==> config.mk <==
export PLATFORM = sky130hd
export DESIGN_NAME = sac_capture
export DESIGN_NICKNAME = d
export VERILOG_FILES = /design/src/logic/sac_capture.v
export VERILOG_INCLUDE_DIRS = /design/src /design/src/logic
export SDC_FILE = /design/constraint.sdc
export NUM_CORES = 1
export LEC_CHECK = 0
export BUFFER_PORTS_ARGS = -buffer_cell sky130_fd_sc_hd__buf_4
export CORE_MARGIN = 1
export CORE_UTILIZATION = 57
export DETAILED_ROUTE_END_ITERATION = 10
export GPL_TIMING_DRIVEN = 0
export PLACE_DENSITY_LB_ADDON = 0.05
export SYNTH_ARGS = -nofsm -noshare
export SYNTH_HDL_FRONTEND = slang
export SYNTH_SLANG_ARGS = --single-unit
==> constraint.sdc <==
create_clock -name clk -period 7.37 [get_ports clk]
set_input_delay 1.474 -clock clk [delete_from_list [all_inputs] [get_ports clk]]
set_output_delay 1.474 -clock clk [all_outputs]
set_load 0.05 [all_outputs]
==> src/logic/sac_regs.vh <==
// Purpose: Constants for the converter capture glue logic.
// Assumes: Included by bare name from the design file.
// Notes: Widths of fields are fixed; ratio is a plain default.
`ifndef SAC_REGS_VH
`define SAC_REGS_VH

// Master clock edges per conversion-start period
`define SAC_START_RATIO 8'h08
// Width of the start counter
`define SAC_CNT_W 8
// Converter result width
`define SAC_RES_W 18
// Buffered bus width
`define SAC_BUS_W 16
// Bit positions in the synchroniser vector
`define SAC_S_MCLK_BOARD 0
`define SAC_S_MCLK_LOCAL 1
`define SAC_S_MCLK_SEL 2
`define SAC_S_EXT_SEL 3
`define SAC_S_EXT_START 4
`define SAC_S_CONTROL 5
`define SAC_S_BUSY 6
`define SAC_S_SERIAL 7
`define SAC_S_SLAVE 8
`define SAC_S_BYTE 9
`define SAC_S_NEXT 10
`define SAC_S_SCLK 11
`define SAC_S_SYNC 12
`define SAC_S_CONVERTER_SERIAL_OUT 13
`define SAC_S_RDERR 14
`define SAC_S_DATA 15
`define SAC_SYNC_W 33
// Reset values
`define SAC_BUS_RST 16'h0000
`define SAC_RES_RST 18'h0_0000

`endif

==> src/logic/sac_capture.v <==
// Purpose: Glue logic between a SAR converter and a capture board or parallel header.
// Assumes: clk at 10 MHz; every converter and board pin is asynchronous to clk.
// Notes: Master clocks are sampled, not used as clocks, so they must stay well below clk/2.
// Notes on behaviour
// - Start strobe comes from internal generator or external input, chosen by jumper.
// - Master clock is board clock or local oscillator, chosen by host.
// - Internal start rate is a fixed ratio of the master clock.
// - In serial slave mode the converter serial clock equals the master clock.
// - Busy drives an indicator lamp and a monitor output.
// - Capture-board transfers use a 16-bit bus in word or byte mode.
// - 18-bit results are kept whole; word mode reads them as two consecutive 16-bit words, byte mode as three bytes.
// - Bus changes with falling capture busy and rising header busy.
// - Parallel or serial reading, the result appears on the 16-bit bus.
// - Serial data, clock, sync and error go out; data, clock and sync also get buffered copies.
// - Logic makes converter control signals and buffers results in both uses.
// - Control low means stand-alone: logic starts conversions and buffers results.
// - Stand-alone parallel reading holds chip select and read low permanently.
// - Stand-alone with 18-bit converters drives all 18 bits onto the header.
`timescale 1ns/1ps
`include "sac_regs.vh"

module sac_capture (
  input wire clk,
  input wire rst,
  input wire mclk_board,
  input wire mclk_local,
  input wire mclk_sel_local,
  input wire ext_start_sel,
  input wire ext_conversion_start_n,
  input wire control,
  input wire converter_busy,
  input wire serial_mode,
  input wire slave_mode,
  input wire byte_mode,
  input wire next_read,
  input wire converter_sclk_in,
  input wire converter_sync,
  input wire converter_serial_out,
  input wire read_overrun_flag,
  input wire [17:0] converter_data,
  output reg conversion_start_n,
  output reg converter_cs_n,
  output reg converter_rd_n,
  output reg converter_sclk,
  output reg busy_led,
  output reg busy_monitor,
  output reg [15:0] buffered_result_bus,
  output reg [17:0] header_result,
  output reg busy_to_capture_connector,
  output reg busy_to_parallel_header,
  output reg serial_data_tp,
  output reg serial_clock_tp,
  output reg serial_sync_tp,
  output reg read_overrun_tp,
  output reg serial_clock_buf,
  output reg serial_sync_buf,
  output reg serial_data_buf
);

  wire [`SAC_SYNC_W-1:0] async_in;
  reg [`SAC_SYNC_W-1:0] sync_a;
  reg [`SAC_SYNC_W-1:0] sync_b;
  reg mclk_d;
  reg busy_d;
  reg sclk_d;
  reg sync_d;
  reg next_d;
  reg [`SAC_CNT_W-1:0] start_cnt;
  reg [`SAC_RES_W-1:0] shift_reg;
  reg [`SAC_RES_W-1:0] result;
  reg [1:0] read_idx;
  reg [15:0] next_bus;
  wire mclk_s;
  wire mclk_rise;
  wire busy_s;
  wire busy_rise;
  wire busy_fall;
  wire sclk_rise;
  wire sync_fall;
  wire next_rise;
  wire capture_mode;
  wire load_par;
  wire load_ser;
  wire load;
  wire shift_en;
  wire [`SAC_RES_W-1:0] new_result;

  assign async_in = {converter_data, read_overrun_flag, converter_serial_out, converter_sync,
                     converter_sclk_in, next_read, byte_mode, slave_mode, serial_mode,
                     converter_busy, control, ext_conversion_start_n, ext_start_sel,
                     mclk_sel_local, mclk_local, mclk_board};

  // Two-stage synchroniser; only sync_b is read by logic
  always @(posedge clk or posedge rst) begin
    if (rst) begin
      sync_a <= {`SAC_SYNC_W{1'b0}};
      sync_b <= {`SAC_SYNC_W{1'b0}};
    end else begin
      sync_a <= async_in;
      sync_b <= sync_a;
    end
  end

  // Master clock chosen by host select after synchronising both candidates
  assign mclk_s = sync_b[`SAC_S_MCLK_SEL] ? sync_b[`SAC_S_MCLK_LOCAL] :
                  sync_b[`SAC_S_MCLK_BOARD];
  assign busy_s = sync_b[`SAC_S_BUSY];
  assign capture_mode = sync_b[`SAC_S_CONTROL];

  // Delayed copies for edge detection
  always @(posedge clk or posedge rst) begin
    if (rst) begin
      mclk_d <= 1'b0;
      busy_d <= 1'b0;
      sclk_d <= 1'b0;
      sync_d <= 1'b0;
      next_d <= 1'b0;
    end else begin
      mclk_d <= mclk_s;
      busy_d <= busy_s;
      sclk_d <= sync_b[`SAC_S_SCLK];
      sync_d <= sync_b[`SAC_S_SYNC];
      next_d <= sync_b[`SAC_S_NEXT];
    end
  end

  assign mclk_rise = mclk_s & ~mclk_d;
  assign busy_rise = busy_s & ~busy_d;
  assign busy_fall = ~busy_s & busy_d;
  assign sclk_rise = sync_b[`SAC_S_SCLK] & ~sclk_d;
  assign sync_fall = ~sync_b[`SAC_S_SYNC] & sync_d;
  assign next_rise = sync_b[`SAC_S_NEXT] & ~next_d;

  // Start generator; counting continues with the external source so a switch back is clean
  always @(posedge clk or posedge rst) begin
    if (rst) begin
      start_cnt <= {`SAC_CNT_W{1'b0}};
      conversion_start_n <= 1'b1;
    end else begin
      conversion_start_n <= 1'b1;
      if (mclk_rise) begin
        if (start_cnt == `SAC_START_RATIO - 8'h01) begin
          start_cnt <= {`SAC_CNT_W{1'b0}};
          conversion_start_n <= sync_b[`SAC_S_EXT_SEL];
        end else begin
          start_cnt <= start_cnt + 8'h01;
        end
      end
      if (sync_b[`SAC_S_EXT_SEL]) begin
        conversion_start_n <= sync_b[`SAC_S_EXT_START];
      end
    end
  end

  // Converter control lines and serial clock in slave mode
  always @(posedge clk or posedge rst) begin
    if (rst) begin
      converter_cs_n <= 1'b0;
      converter_rd_n <= 1'b0;
      converter_sclk <= 1'b0;
    end else begin
      converter_cs_n <= 1'b0;
      converter_rd_n <= 1'b0;
      converter_sclk <= sync_b[`SAC_S_SLAVE] & mclk_s;
    end
  end

  // Serial collection: shift on each clock rise while the frame sync is high
  assign shift_en = sync_b[`SAC_S_SYNC] &
                    (sync_b[`SAC_S_SLAVE] ? mclk_rise : sclk_rise);
  always @(posedge clk or posedge rst) begin
    if (rst) begin
      shift_reg <= `SAC_RES_RST;
    end else if (shift_en) begin
      shift_reg <= {shift_reg[`SAC_RES_W-2:0], sync_b[`SAC_S_CONVERTER_SERIAL_OUT]};
    end
  end

  // A result lands at the end of conversion (parallel) or frame (serial)
  assign load_par = busy_fall & ~sync_b[`SAC_S_SERIAL];
  assign load_ser = sync_fall & sync_b[`SAC_S_SERIAL];
  assign load = load_par | load_ser;
  assign new_result = load_ser ? shift_reg :
                      sync_b[`SAC_S_DATA+`SAC_RES_W-1:`SAC_S_DATA];

  // Word or byte selection for the capture board; low word first, then upper bits, or in byte mode bits 15:8, 17:16, then 7:0
  always @* begin
    next_bus = buffered_result_bus;
    if (load) begin
      next_bus = new_result[15:0];
    end else if (capture_mode && next_rise) begin
      if (sync_b[`SAC_S_BYTE]) begin
        if (read_idx == 2'd0) begin
          next_bus = {8'h00, result[15:8]};
        end else if (read_idx == 2'd1) begin
          next_bus = {14'h0000, result[17:16]};
        end else begin
          next_bus = {8'h00, result[7:0]};
        end
      end else begin
        next_bus = read_idx[0] ? result[15:0] : {14'h0000, result[17:16]};
      end
    end
  end

  // Result holding, bus refresh and both bus strobes
  always @(posedge clk or posedge rst) begin
    if (rst) begin
      result <= `SAC_RES_RST;
      header_result <= `SAC_RES_RST;
      buffered_result_bus <= `SAC_BUS_RST;
      read_idx <= 2'd0;
      busy_to_capture_connector <= 1'b0;
      busy_to_parallel_header <= 1'b0;
    end else begin
      buffered_result_bus <= next_bus;
      if (load) begin
        result <= new_result;
        read_idx <= 2'd0;
        if (!capture_mode) begin
          header_result <= new_result;
        end
      end else if (capture_mode && next_rise) begin
        read_idx <= read_idx + 2'd1;
      end
      // Load strobe edges (capture falling, header rising) coincide with the bus refresh; busy rise moves the strobes alone
      if (load) begin
        busy_to_capture_connector <= 1'b0;
        busy_to_parallel_header <= 1'b1;
      end else if (busy_rise) begin
        busy_to_capture_connector <= 1'b1;
        busy_to_parallel_header <= 1'b0;
      end
    end
  end

  // Busy lamp, monitor and serial test outputs
  always @(posedge clk or posedge rst) begin
    if (rst) begin
      busy_led <= 1'b0;
      busy_monitor <= 1'b0;
      serial_data_tp <= 1'b0;
      serial_clock_tp <= 1'b0;
      serial_sync_tp <= 1'b0;
      read_overrun_tp <= 1'b0;
      serial_clock_buf <= 1'b0;
      serial_sync_buf <= 1'b0;
      serial_data_buf <= 1'b0;
    end else begin
      busy_led <= busy_s;
      busy_monitor <= busy_s;
      serial_data_tp <= sync_b[`SAC_S_CONVERTER_SERIAL_OUT];
      serial_clock_tp <= sync_b[`SAC_S_SCLK];
      serial_sync_tp <= sync_b[`SAC_S_SYNC];
      read_overrun_tp <= sync_b[`SAC_S_RDERR];
      serial_clock_buf <= serial_clock_tp;
      serial_sync_buf <= serial_sync_tp;
      serial_data_buf <= serial_data_tp;
    end
  end

endmodule // sac_capture

# Word-level counts from Yosys, hierarchy flattened

Index checks and enable logic that the tools add are counted.

Bits in registers: 160
Input bits: 35
Logic and storage cells: 69

Add/subtract/negate cells: 2
Eq/ne operators: 2
Mux-type cells: 19
Bitwise gates (word level): 19
Reductions and logical operators: 5

Operator list:

| cell                                           | number |
|---|---|
| two-way mux 16 bit                             | 4 |
| two-way mux 8 bit                              | 3 |
| two-way mux 18 bit                             | 1 |
| bitwise AND 1 bit                              | 10 |
| two-way mux 1 bit                              | 9 |
| adder 8 x 1 -> 8 bit (second input constant)   | 1 |
| == test 8 x 3 -> 1 bit (second input constant) | 1 |
| inverter 1 bit                                 | 8 |
| two-way mux 2 bit                              | 2 |
| nonzero test 2 bit                             | 2 |
| adder 2 x 1 -> 2 bit (second input constant)   | 1 |
| == test 2 x 1 -> 1 bit (second input constant) | 1 |
| logical NOT 2 bit                              | 1 |
| AND reduction 2 bit                            | 1 |
| logical AND 1 bit                              | 1 |
| bitwise OR 1 bit                               | 1 |

# Longest topological paths before layout

Gate-level depths: netlist of run 1.

Word-level depth: 6
Gate-level depth with buffers: 7
Mapped depth without buffers: 6

# Least setup slack after synthesis of run 1

OpenSTA, ideal clock, no wires.

Kind: reg2out
Start point: register busy_monitor
End point: output port busy_monitor
Arrival time: 936 ps
Slack: 4960 ps
Cell stages (with the launch flop): 2
Buffers on the path: 1
Cell sequence: dfrtp_1 buf_4

RTL lines:

| what                   | line              | source |
|---|---|---|
| from (decl)            | sac_capture.v:46  | `output reg busy_monitor,` |
| from (signal assigned) | sac_capture.v:251 | `busy_monitor <= busy_s;` |

No word-level cell between the ends.

# Worst setup path after layout of run 1

Start point: register busy_monitor
End point: output port busy_monitor

No word-level cell between the ends.

==> impl_metrics.sql, run 1 <==
INSERT INTO impl_metrics (metric_group, metric, value, unit) VALUES
('cts', 'ctsResizeCount', '0', ''),
('drt', 'drt_iter0_markers', '270', ''),
('critical_path', 'critPathSlowestCell', 'sky130_fd_sc_hd__dfrtp_1', ''),
('outcome', 'result_of_the_run', 'complete, no violations', ''),
('placement', 'dp_hpwl', '8790', 'um'),
('global_routing', 'grt_first_pass_wirelength', '21500', 'um'),
('timing', 'period_minus_slack', '2.74', 'ns'),
('layout', 'nNetsFinal', '622', ''),
('critical_path', 'setup.worst_path.start_class', 'flip-flop', ''),
('floorplan', 'design.core.area', '0.0103', 'mm2'),
('yosys', 'netlist-cell-type-count', '49', ''),
('timing', 'timing.final.max_slew_violations', '0', ''),
('drt', 'routed_via_density', '5.64', ''),
('yosys', 'edff_count_synth', '0', ''),
('critical_path', 'cp_slowest_stage_delay', '0.43', 'ns'),
('yosys', 'syn-mean-instance-area', '12.5', 'um2'),
('drt', 'drt-wirelength-per-cell', '18.1', 'um'),
('critical_path', 'endpoint_kind', 'output pin', ''),
('timing', 'setup_total_negative_slack', '0', 'ns'),
('cts', 'worstSkewPairLatency', '0.52', 'ns'),
('yosys', 'synth.yosys.seq_area_share', '66.5', '%'),
('critical_path', 'cp.required', '5.90', 'ns'),
('timing', 'post-route-period-util', '37.2', '%'),
('layout', 'layout_top_registers', 'sync_a (33), sync_b (33)', ''),
('critical_path', 'crit_buf_inv', '2', ''),
('floorplan', 'design.die.area', '0.0110', 'mm2'),
('floorplan', 'initial_utilization', '58.6', '%'),
('global_routing', 'gr-usage-all-layers', '26.5', '%'),
('critical_path', 'cpMostUsedCell', 'sky130_fd_sc_hd__buf_4', ''),
('yosys', 'total_of_warnings_raised_by_yosys', '0', ''),
('yosys', 'synth.cell_area', '0.00602', 'mm2'),
('timing', 'grt_setup_unrepaired', 'no', ''),
('power_and_ir_drop', 'cellLeakagePower', '3.43', 'nW'),
('critical_path', 'cpLargestDelayFamily', 'flip-flops', ''),
('critical_path', 'reg2reg_to', 'header_result[8]$_DFFE_PP0P_', ''),
('layout', 'antenna-diode-count', '0', ''),
('global_routing', 'grt.overflow.total', '0', ''),
('timing', 'final-setup-viol-count', '0', ''),
('cts', 'cts.sink_count', '160', ''),
('global_routing', 'grt_antenna_before_repair', '0', ''),
('critical_path', 'endpoint', 'busy_monitor', ''),
('timing', 'worst_slew_pin_slew', '0.828', 'ns'),
('power_and_ir_drop', 'total_power', '2.39', 'mW'),
('drt', 'dr.pass1.iters', '5', ''),
('floorplan', 'row_count', '37', ''),
('placement', 'port-buffer-count', '81', ''),
('power_and_ir_drop', 'worst_ir_drop_vdd', '0.000243', 'V'),
('power_and_ir_drop', 'power_density_normalized_to_cell_area', '322', 'mW/mm2'),
('drt', 'detail-route-antenna-nets', '0', ''),
('layout', 'drive_gt1_share', '27.8', '%'),
('global_routing', 'number_of_global_route_vias_before_repair', '4235', ''),
('drt', 'wl', '13200', 'um'),
('layout', 'post-route-cell-area', '0.00740', 'mm2'),
('floorplan', 'die_height', '105', 'um'),
('timing', 'finalClockSkew', '0.00653', 'ns'),
('cts', 'cts.htree.levels', '4', ''),
('timing', 'max-slew-margin-rel', '44.8', '%'),
('critical_path', 'reg2reg_setup_slack', '5.34', 'ns'),
('critical_path', 'rr_startpoint', 'sync_b[7]$_DFF_PP0_', ''),
('critical_path', 'cell_chain_critical_path', 'buf_4, buf_4', ''),
('layout', 'layout-area-overhead-vs-synth', '22.9', '%'),
('critical_path', 'rr_worst_depth', '5', ''),
('placement', 'global_placement_routability_congestion', '0.873', ''),
('cts', 'ctsHoldBuffers', '0', ''),
('critical_path', 'crit_path_max_fanout', '6', ''),
('floorplan', 'floorplan.die.width', '105', 'um'),
('critical_path', 'timing_worst_setup_path_type', 'reg -> out', ''),
('timing', 'fin_worst_hold_slack', '0.347', 'ns'),
('flow_run', 'max_cap_violations', '0', ''),
('cts', 'cts_made_buffers', '17', ''),
('global_routing', 'pin_count_of_the_biggest_net_entering_global_routing', '96', '');
[per-layer routing]
metal	GRT usage, %	up-vias	part of all wire (%)
met5	0	-	0
met4	11.5	0	2.5
met3	7.11	28	6.9
met2	42.5	167	50
met1	34.2	2046	41
li1	-	1892	-
[worst register-to-register path, cell delays in order (launching register included)]
cell	delay, ns
sky130_fd_sc_hd__dfrtp_1	0.42
sky130_fd_sc_hd__or3b_1	0.45
sky130_fd_sc_hd__buf_6	0.18
sky130_fd_sc_hd__a21oi_4	0.38
sky130_fd_sc_hd__buf_4	0.33
sky130_fd_sc_hd__a31oi_2	0.13
[cells by family after synthesis]
group                      share of synthesized area [%]
DFF                                                 66.5
and+or+nand+nor                                     10.8
AOI/OAI and AO/OA                                   12.5
buffers and inverters                               3.26
muxes                                               5.73
xor gates and xnor gates                           0.581
adders and majority gates                          0.623
other                                             0.0622
[worst min path at each step]
| stage | from | depth (start not counted) | end | slack, ns |
|---|---|---|---|---|
| after floorplan | sync_b[14]$_DFF_PP0_ | 0 | read_overrun_tp$_DFF_PP0_ | 0.33 |
| after global placement | sync_a[8]$_DFF_PP0_ | 0 | sync_b[8]$_DFF_PP0_ | 0.33 |
| after detailed placement | sync_a[12]$_DFF_PP0_ | 0 | sync_b[12]$_DFF_PP0_ | 0.33 |
| after CTS | sync_a[16]$_DFF_PP0_ | 0 | sync_b[16]$_DFF_PP0_ | 0.35 |
| after global routing | sync_a[16]$_DFF_PP0_ | 0 | sync_b[16]$_DFF_PP0_ | 0.35 |
| final | sync_a[2]$_DFF_PP0_ | 0 | sync_b[2]$_DFF_PP0_ | 0.35 |
[final cells by class]
class | count | area (um2)
Sequential cell | 160 | 4010
Tap cell | 136 | 170
Multi-Input combinational cell | 285 | 1830
Clock buffer | 19 | 432
Fill cell | 737 | 2880
Buffer | 26 | 151
Inverter | 12 | 50.0
Clock inverter | 13 | 131
Timing Repair Buffer | 82 | 636
[synthesized netlist by cell type (all sizes together) (4+ instances only)]
library cell  instances  area [um2]
xnor2                 4        35.0
dfrtp               159        3980
a21oi                28         159
a21boi                5        37.5
and3                  8        50.1
inv                  12        45.0
o22ai                 5        31.3
nor3b                 4        40.0
a22oi                10        75.1
buf                  16         114
mux2                 17         191
o21ai                14        81.3
nand3                 8        40.0
nor2                 42         158
nor3                  4        20.0
a211oi                7        52.6
clkbuf               10        37.5
nand2                59         221
mux2i                15         154
a31oi                19         181
a221oi                6        52.6
[layout by cell type, fill, tap and decap left out, types with 5 or more instances in the layout]
master and instances:
sky130_fd_sc_hd__a211oi_1 7, sky130_fd_sc_hd__dfrtp_1 159, sky130_fd_sc_hd__a21oi_1 25, sky130_fd_sc_hd__mux2i_1 14, sky130_fd_sc_hd__nand2_1 59, sky130_fd_sc_hd__nand3_1 8
sky130_fd_sc_hd__a21boi_0 5, sky130_fd_sc_hd__a221oi_1 6, sky130_fd_sc_hd__o22ai_1 5, sky130_fd_sc_hd__clkbuf_16 16, sky130_fd_sc_hd__buf_4 85, sky130_fd_sc_hd__a31oi_2 10
sky130_fd_sc_hd__clkbuf_1 11, sky130_fd_sc_hd__mux2_2 17, sky130_fd_sc_hd__nor2_1 42, sky130_fd_sc_hd__o21ai_0 13, sky130_fd_sc_hd__buf_2 7, sky130_fd_sc_hd__a22oi_1 10
sky130_fd_sc_hd__and3_1 8, sky130_fd_sc_hd__a31oi_1 9, sky130_fd_sc_hd__inv_1 11
[through the flow]
| stage | setup WS [ns] | utilization (%) | instances |
|---|---|---|---|
| after floorplan | 1.58 | - | 483 |
| after global placement | 0.0587 | 66.2 | 700 |
| after detailed placement | 4.85 | 66.5 | 701 |
| after CTS | 4.60 | 72.0 | 733 |
| after global routing | 4.57 | 72.0 | 733 |
| final | 4.63 | 72.0 | 733 |
[where the power goes]
part / internal [mW] / total (mW) / leakage (nW) / switching, mW
Combinational: 0.173 / 0.473 / 1.25 / 0.300
Sequential: 0.995 / 1.09 / 1.91 / 0.0946
Clock: 0.464 / 0.824 / 0.265 / 0.360
No activity file was read; power rests on OpenSTA's default activity.
==> inputs of run 2 (changes only) <==
- clock period: 7.37 -> 2.7 ns (I/O delays scaled with it)
==> run 2 against run 1 <==
Global-route usage increased by 0.16 points. Hold slack got worse by 0.27 ns. Final cell count increased by 0.41%. First-iteration DRC count decreased by 17%. Non-clock buffer count increased by 3. Cell area increased by 1.7%. Total power increased to 2.9 times the previous value. Sequential cell count unchanged. Critical endpoint is now header_result[8]$_DFFE_PP0P_. Highest routed layer unchanged.
==> impl_metrics.sql, run 2 (same netlist as run 1, synthesis figures left out) <==
INSERT INTO impl_metrics (metric_group, metric, value, unit) VALUES
('cts', 'cts.htree.levels', '4', ''),
('drt', 'detail-route-antenna-nets', '0', ''),
('timing', 'post-route-period-util', '73.8', '%'),
('placement', 'port-buffer-count', '81', ''),
('cts', 'cts.sink_count', '160', ''),
('layout', 'layout_common_cells', '159 x sky130_fd_sc_hd__dfrtp_1, 85 x sky130_fd_sc_hd__buf_4, 59 x sky130_fd_sc_hd__nand2_1', ''),
('timing', 'grt_setup_unrepaired', 'no', ''),
('global_routing', 'grt_antenna_before_repair', '0', ''),
('critical_path', 'crit_path_max_fanout', '10', ''),
('critical_path', 'cp_slowest_stage_delay', '0.50', 'ns'),
('floorplan', 'number_of_primary_i_o_pins', '84', ''),
('critical_path', 'setup.worst_path.start_class', 'flip-flop', ''),
('layout', 'nNetsFinal', '625', ''),
('layout', 'regArea', '0.00401', 'mm2'),
('power_and_ir_drop', 'worst_ir_drop_vdd', '0.000689', 'V'),
('floorplan', 'die_height', '105', 'um'),
('timing', 'setup_total_negative_slack', '0', 'ns'),
('cts', 'ctsHoldBuffers', '0', ''),
('timing', 'finalClockSkew', '0.00579', 'ns'),
('layout', 'layout-area-overhead-vs-synth', '24.9', '%'),
('layout', 'antenna-diode-count', '0', ''),
('layout', 'layout_top_registers', 'sync_a (33), sync_b (33)', ''),
('timing', 'fmaxAchievable', '502', 'MHz'),
('floorplan', 'design.core.area', '0.0103', 'mm2'),
('outcome', 'result_of_the_run', 'complete, no violations', ''),
('global_routing', 'grt.overflow.total', '0', ''),
('cts', 'worstSkewPairLatency', '0.54', 'ns'),
('layout', 'post-route-util', '73.2', '%'),
('cts', 'clock_slew_at_the_register_clock_pins_of_the_worst_setup_and_hold_paths', '0.06', 'ns'),
('critical_path', 'cp.required', '3.16', 'ns'),
('timing', 'timing.final.max_slew_violations', '0', ''),
('drt', 'dr_total_vias', '4143', ''),
('drt', 'routed_via_density', '5.63', ''),
('cts', 'setup_repair_bufs_after_cts', '0', ''),
('global_routing', 'gr-usage-all-layers', '26.7', '%'),
('drt', 'remaining_drc_errors', '0', ''),
('critical_path', 'cell_chain_critical_path', 'nand3b_1, buf_2, clkbuf_1, nand2_1, a31oi_2', ''),
('cts', 'cts.path.max_buffers', '2', ''),
('min_path', 'worstHoldPathType', 'in -> async', ''),
('critical_path', 'timing_worst_setup_path_type', 'reg -> reg', ''),
('critical_path', 'critPathSlowestCell', 'sky130_fd_sc_hd__clkbuf_1', ''),
('timing', 'period_minus_slack', '1.99', 'ns'),
('flow_run', 'max_cap_violations', '0', ''),
('floorplan', 'initial_utilization', '58.6', '%'),
('timing', 'max-slew-margin-rel', '58.7', '%'),
('power_and_ir_drop', 'power_density_normalized_to_cell_area', '905', 'mW/mm2'),
('timing', 'final-setup-viol-count', '0', ''),
('drt', 'drt_iter0_markers', '223', ''),
('drt', 'dr.pass1.iters', '5', ''),
('floorplan', 'design.die.area', '0.0110', 'mm2'),
('layout', 'fillerInstances', '711', ''),
('critical_path', 'critPathArrivalTime', '2.45', 'ns'),
('timing', 'hold_violations', '0', ''),
('drt', 'drt-wirelength-per-cell', '17.9', 'um'),
('layout', 'combined_area_of_the_multi_input_logic_cells', '0.00183', 'mm2'),
('cts', 'tritoncts', 'done', ''),
('critical_path', 'cpLargestDelayFamily', 'buffers and inverters', ''),
('layout', 'drive_gt1_share', '28.2', '%'),
('timing', 'worst_slew_pin_slew', '0.619', 'ns'),
('cts', 'cts-root-buf', 'sky130_fd_sc_hd__clkbuf_8', ''),
('cts', 'ctsResizeCount', '0', ''),
('global_routing', 'pin_count_of_the_biggest_net_entering_global_routing', '41', ''),
('global_routing', 'grt_first_pass_wirelength', '21700', 'um'),
('cts', 'cts_made_buffers', '17', ''),
('power_and_ir_drop', 'total_power', '6.81', 'mW'),
('floorplan', 'floorplan.die.width', '105', 'um'),
('placement', 'global_placement_routability_congestion', '0.888', ''),
('power_and_ir_drop', 'cellLeakagePower', '3.49', 'nW'),
('placement', 'dp_hpwl', '8970', 'um'),
('critical_path', 'crit_buf_inv', '2', ''),
('floorplan', 'row_count', '37', ''),
('layout', 'layout_commonest_cell', 'sky130_fd_sc_hd__dfrtp_1', ''),
('drt', 'wl', '13200', 'um'),
('global_routing', 'number_of_global_route_vias_before_repair', '4278', ''),
('critical_path', 'endpoint_kind', 'flip-flop', '');
-- run 2: per-layer routing --
metal	GRT usage, %	wire length (um)	up-vias
met3	7.74	783	30
met2	41.9	6480	151
met1	35.0	5610	2070
met5	0	0	-
met4	11.2	335	0
li1	-	-	1892
-- run 2: final timing paths --
kind,startpoint,end,slack [ns],cells past startpoint
min in group clk,mclk_board,sync_a[0]$_DFF_PP0_,0.10,1
max,sync_b[12]$_DFF_PP0_,header_result[8]$_DFFE_PP0P_,0.71,5
min reg2reg,sync_a[22]$_DFF_PP0_,sync_b[22]$_DFF_PP0_,0.35,0
max in group asynchronous,rst,sync_b[13]$_DFF_PP0_,1.77,4
max reg2reg,sync_b[12]$_DFF_PP0_,header_result[8]$_DFFE_PP0P_,0.71,5
min,rst,sync_a[2]$_DFF_PP0_,0.08,2
-- run 2: cell type report --
cell class                      instances  area share, %
Clock buffer                           21           6.10
Timing Repair Buffer                   85           9.14
Tap cell                              136           2.26
Clock inverter                         11           2.34
Inverter                               12          0.648
Multi-Input combinational cell        285           24.3
Buffer                                 26           2.01
Sequential cell                       160           53.2
-- run 2: worst register-to-register path: stages, from the launching register on --
cell and delay, ns:
sky130_fd_sc_hd__dfrtp_1 0.42, sky130_fd_sc_hd__nand3b_1 0.32, sky130_fd_sc_hd__buf_2 0.32, sky130_fd_sc_hd__clkbuf_1 0.50, sky130_fd_sc_hd__nand2_1 0.15, sky130_fd_sc_hd__a31oi_2 0.21
-- run 2: metrics by stage --
stage / cells / hold slack [ns] / cell area [um2] / setup WS, ns
6_report: 736 / 0.0795 / 7530 / 0.707
5_1_grt: 736 / 0.0767 / 7530 / 0.599
4_1_cts: 736 / 0.0808 / 7530 / 0.702
3_5_place_dp: 704 / 0.335 / 6890 / 0.725
3_3_place_gp: 700 / 0.331 / 6810 / -0.728
2_1_floorplan: 483 / 0.331 / 6030 / 0.132
-- run 2: power breakdown --
| part | internal, mW | total, mW | switching (mW) |
|---|---|---|---|
| Sequential | 2.72 | 2.97 | 0.254 |
| Clock | 1.59 | 2.54 | 0.950 |
| Combinational | 0.479 | 1.30 | 0.821 |
| Total | 4.78 | 6.81 | 2.03 |
==> inputs of run 3 (changes only) <==
- ABC_AREA: unset -> 1
- clock period: 2.7 -> 1.9 ns (I/O delays scaled with it)
==> run 3 against run 2 <==
Register-to-register slack got worse by 0.47 ns. Sequential cell count unchanged. Synthesized cell count rose by 32%. Die area increased by 2.7%. Sequential power is 36% higher. Non-clock buffer count increased by 30. Core utilization increased by 3.0 points. Final cell count up 25%. Count of clock-buffer cells in the layout stayed put. Via count up 13%. Largest cell class unchanged.
==> impl_metrics.sql, run 3 <==
INSERT INTO impl_metrics (metric_group, metric, value, unit) VALUES
('placement', 'port-buffer-count', '81', ''),
('floorplan', 'initial_utilization', '59.4', '%'),
('critical_path', 'timing_worst_setup_path_type', 'reg -> out', ''),
('yosys', 'adder_cell_area_share_of_the_yosys_netlist', '0.606', '%'),
('flow_run', 'max_cap_violations', '0', ''),
('critical_path', 'critPathArrivalTime', '1.29', 'ns'),
('drt', 'wl', '13300', 'um'),
('layout', 'layout_commonest_cell', 'sky130_fd_sc_hd__nand2_1', ''),
('yosys', 'async_reset_ff_share', '100', '%'),
('drt', 'remaining_drc_errors', '0', ''),
('floorplan', 'floorplan.die.width', '106', 'um'),
('timing', 'timing.final.max_slew_violations', '0', ''),
('global_routing', 'grt_antenna_before_repair', '0', ''),
('min_path', 'worstHoldPathType', 'in -> async', ''),
('timing', 'final-setup-viol-count', '0', ''),
('power_and_ir_drop', 'worst_ir_drop_vdd', '0.000681', 'V'),
('outcome', 'result_of_the_run', 'complete, no violations', ''),
('timing', 'grt_setup_unrepaired', 'no', ''),
('yosys', 'synthesized_area_fraction_occupied_by_ao_oa_aoi_and_oai_cells', '5.54', '%'),
('timing', 'fmaxAchievable', '597', 'MHz'),
('yosys', 'netlist-cell-type-count', '28', ''),
('timing', 'hold_violations', '0', ''),
('placement', 'dp_hpwl', '8930', 'um'),
('drt', 'dr.pass1.iters', '6', ''),
('floorplan', 'die_height', '106', 'um'),
('cts', 'cts.path.max_buffers', '2', ''),
('timing', 'period_minus_slack', '1.67', 'ns'),
('critical_path', 'endpoint_kind', 'output pin', ''),
('critical_path', 'cpMostUsedCell', 'sky130_fd_sc_hd__buf_4', ''),
('drt', 'detail-route-antenna-nets', '0', ''),
('critical_path', 'setup.worst_path.start_class', 'flip-flop', ''),
('placement', 'global_placement_routability_congestion', '0.882', ''),
('timing', 'worst_slew_pin_slew', '0.862', 'ns'),
('yosys', 'largest_family_of_logic_cells_by_synthesized_area', 'simple AND/OR/NAND/NOR gates', ''),
('layout', 'layout-area-overhead-vs-synth', '28.2', '%'),
('cts', 'tritoncts', 'done', ''),
('layout', 'layout_common_cells', '244 x sky130_fd_sc_hd__nand2_1, 159 x sky130_fd_sc_hd__dfrtp_1, 86 x sky130_fd_sc_hd__buf_4', ''),
('yosys', 'synth.yosys.seq_area_share', '64.7', '%'),
('layout', 'post-route-util', '76.2', '%'),
('global_routing', 'gr-usage-all-layers', '26.6', '%'),
('global_routing', 'grt.overflow.total', '0', ''),
('yosys', 'synth_top_cells_by_count', '244 x sky130_fd_sc_hd__nand2_1, 159 x sky130_fd_sc_hd__dfrtp_1, 48 x sky130_fd_sc_hd__inv_1, 46 x sky130_fd_sc_hd__nand3_1, 38 x sky130_fd_sc_hd__o21ai_0', ''),
('floorplan', 'design.die.area', '0.0113', 'mm2'),
('critical_path', 'cpLargestDelayFamily', 'flip-flops', ''),
('drt', 'drt_iter0_markers', '269', ''),
('layout', 'antenna-diode-count', '0', ''),
('critical_path', 'critPathSlowestCell', 'sky130_fd_sc_hd__dfrtp_1', ''),
('critical_path', 'cp_slowest_stage_delay', '0.44', 'ns'),
('critical_path', 'crit_buf_inv', '2', ''),
('yosys', 'syn-mean-instance-area', '9.75', 'um2'),
('placement', 'post-place-ws', '0.201', 'ns'),
('timing', 'post-route-worst-setup-slack', '0.226', 'ns'),
('cts', 'cts_made_buffers', '17', ''),
('layout', 'drive_gt1_share', '20.9', '%'),
('yosys', 'yosys.area_share.simple', '23.0', '%'),
('yosys', 'total_of_warnings_raised_by_yosys', '0', ''),
('critical_path', 'cell_chain_critical_path', 'buf_4, buf_4', ''),
('power_and_ir_drop', 'cellLeakagePower', '4.11', 'nW'),
('critical_path', 'crit_path_max_fanout', '6', ''),
('layout', 'nNetsFinal', '810', ''),
('critical_path', 'cp.required', '1.52', 'ns'),
('yosys', 'ys_dominant_reg_cell', 'sky130_fd_sc_hd__dfrtp_1', ''),
('placement', 'placed_cells', '856', ''),
('timing', 'finalClockSkew', '0.00766', 'ns'),
('yosys', 'edff_count_synth', '0', ''),
('floorplan', 'design.core.area', '0.0104', 'mm2'),
('cts', 'cts-root-buf', 'sky130_fd_sc_hd__clkbuf_8', ''),
('timing', 'max-slew-margin-rel', '42.4', '%'),
('global_routing', 'grt_first_pass_wirelength', '22600', 'um'),
('cts', 'clock_slew_at_the_register_clock_pins_of_the_worst_setup_and_hold_paths', '0.06', 'ns'),
('drt', 'drt-wirelength-per-cell', '14.4', 'um'),
('yosys', 'post-synth-top-area-fraction', '64.3', '%'),
('floorplan', 'number_of_primary_i_o_pins', '84', ''),
('yosys', 'synthMuxAreaShare', '0', '%'),
('yosys', 'synth.cell_area', '0.00619', 'mm2'),
('floorplan', 'row_count', '37', ''),
('power_and_ir_drop', 'power_density_normalized_to_cell_area', '1130', 'mW/mm2'),
('cts', 'cts.htree.levels', '4', ''),
('global_routing', 'number_of_global_route_vias_before_repair', '4801', ''),
('yosys', 'synth_most_common_cell', 'sky130_fd_sc_hd__nand2_1', ''),
('yosys', 'synth.top_cells.by_area', 'sky130_fd_sc_hd__dfrtp_1 64%, sky130_fd_sc_hd__nand2_1 15%, sky130_fd_sc_hd__nand3_1 3.7%', ''),
('drt', 'dr_total_vias', '4690', ''),
('drt', 'routed_via_density', '5.09', ''),
('timing', 'setup_total_negative_slack', '0', 'ns'),
('layout', 'layout_top_registers', 'sync_a (33), sync_b (33)', ''),
('layout', 'final-instance-count-excl-fill', '921', ''),
('yosys', 'synthDominantAreaCellType', 'sky130_fd_sc_hd__dfrtp_1', ''),
('yosys', 'post_synth_inst_count', '635', ''),
('yosys', 'synth_seq_cells', '160', ''),
('cts', 'worstSkewPairLatency', '0.52', 'ns'),
('global_routing', 'pin_count_of_the_biggest_net_entering_global_routing', '45', ''),
('yosys', 'synthXorXnorAreaFrac', '0.424', '%'),
('cts', 'cts.sink_count', '160', ''),
('timing', 'post-route-period-util', '88.1', '%');
[run 3: cell count changes in the layout (fill, tap and decap cells not counted), moves of 9 or more]
cell | before | now
sky130_fd_sc_hd__o21ai_2 | 0 | 14
sky130_fd_sc_hd__a21oi_1 | 25 | 2
sky130_fd_sc_hd__nand2_1 | 59 | 244
sky130_fd_sc_hd__o21ai_0 | 13 | 38
sky130_fd_sc_hd__nor2_1 | 42 | 22
sky130_fd_sc_hd__nand3_1 | 8 | 46
sky130_fd_sc_hd__a31oi_1 | 9 | 0
sky130_fd_sc_hd__inv_1 | 11 | 47
sky130_fd_sc_hd__dlygate4sd3_1 | 0 | 33
sky130_fd_sc_hd__a22oi_1 | 10 | 0
sky130_fd_sc_hd__a31oi_2 | 10 | 0
sky130_fd_sc_hd__mux2_2 | 17 | 0
sky130_fd_sc_hd__mux2i_1 | 14 | 0
[run 3: layout make-up]
type                    count  area [um2]
plain buffers              24         166
clock buffers              21         459
clock inverters            11         108
fillers                   741        2480
inverters                  50         191
multi-input cells         402        1840
flip-flops and latches    160        4010
well taps                 136         170
repair buffers            117         998
[run 3: where the power goes]
| group | switching, mW | total (mW) | internal [mW] | leakage, nW |
|---|---|---|---|---|
| sequential | 0.270 | 4.05 | 3.78 | 1.97 |
| combinational | 1.16 | 1.72 | 0.559 | 1.86 |
| clock | 1.34 | 3.19 | 1.85 | 0.274 |
[run 3: final timing paths]
kind | to | cells after the start | startpoint | slack [ns]
max in group asynchronous | result[7]$_DFFE_PP0N_ | 4 | rst | 0.93
max reg2reg | buffered_result_bus[4]$_DFFE_PP0P_ | 8 | read_idx[0]$_DFFE_PP0P_ | 0.24
min reg2reg | sync_b[2]$_DFF_PP0_ | 0 | sync_a[2]$_DFF_PP0_ | 0.35
min | sync_b[0]$_DFF_PP0_ | 2 | rst | 0.03
max | busy_monitor | 2 | busy_monitor$_DFF_PP0_ | 0.23
min in group clk | sync_b[2]$_DFF_PP0_ | 0 | sync_a[2]$_DFF_PP0_ | 0.35
[run 3: logic make-up after synthesis]
logic type / Yosys count
AO/OA/AOI/OAI: 58
XOR/XNOR: 3
adder cells (fa/ha/maj): 3
buffers and inverters: 74
flip-flops: 160
other: 1
AND/OR/NAND/NOR: 336
[run 3: what timing repair did]
item / 4_1_cts / 5_1_grt
setup buffers: 0 / 0
hold endpoints to repair: 33 / 0
endpoints found under the setup margin: 0 / 5
hold buffers: 33 / 0
resized for setup: 0 / 1
[run 3: per-stage QoR]
step                cell area, um2  total power, mW  hold WS (ns)
CTS                           7940             9.01        0.0422
finish                        7940             8.95        0.0296
global route                  7940             9.34        0.0851
floorplan                     6200             5.21         0.331
detailed placement            7040             5.76         0.335
global placement              6980             5.69         0.332
[run 3: per-layer routing]
layer	global-route usage (%)	vias to the layer above	wire (um)
met5	0	-	0
met4	11.9	0	321
met3	5.64	29	570
met2	44.5	130	6870
met1	33.4	2267	5540
li1	-	2264	-
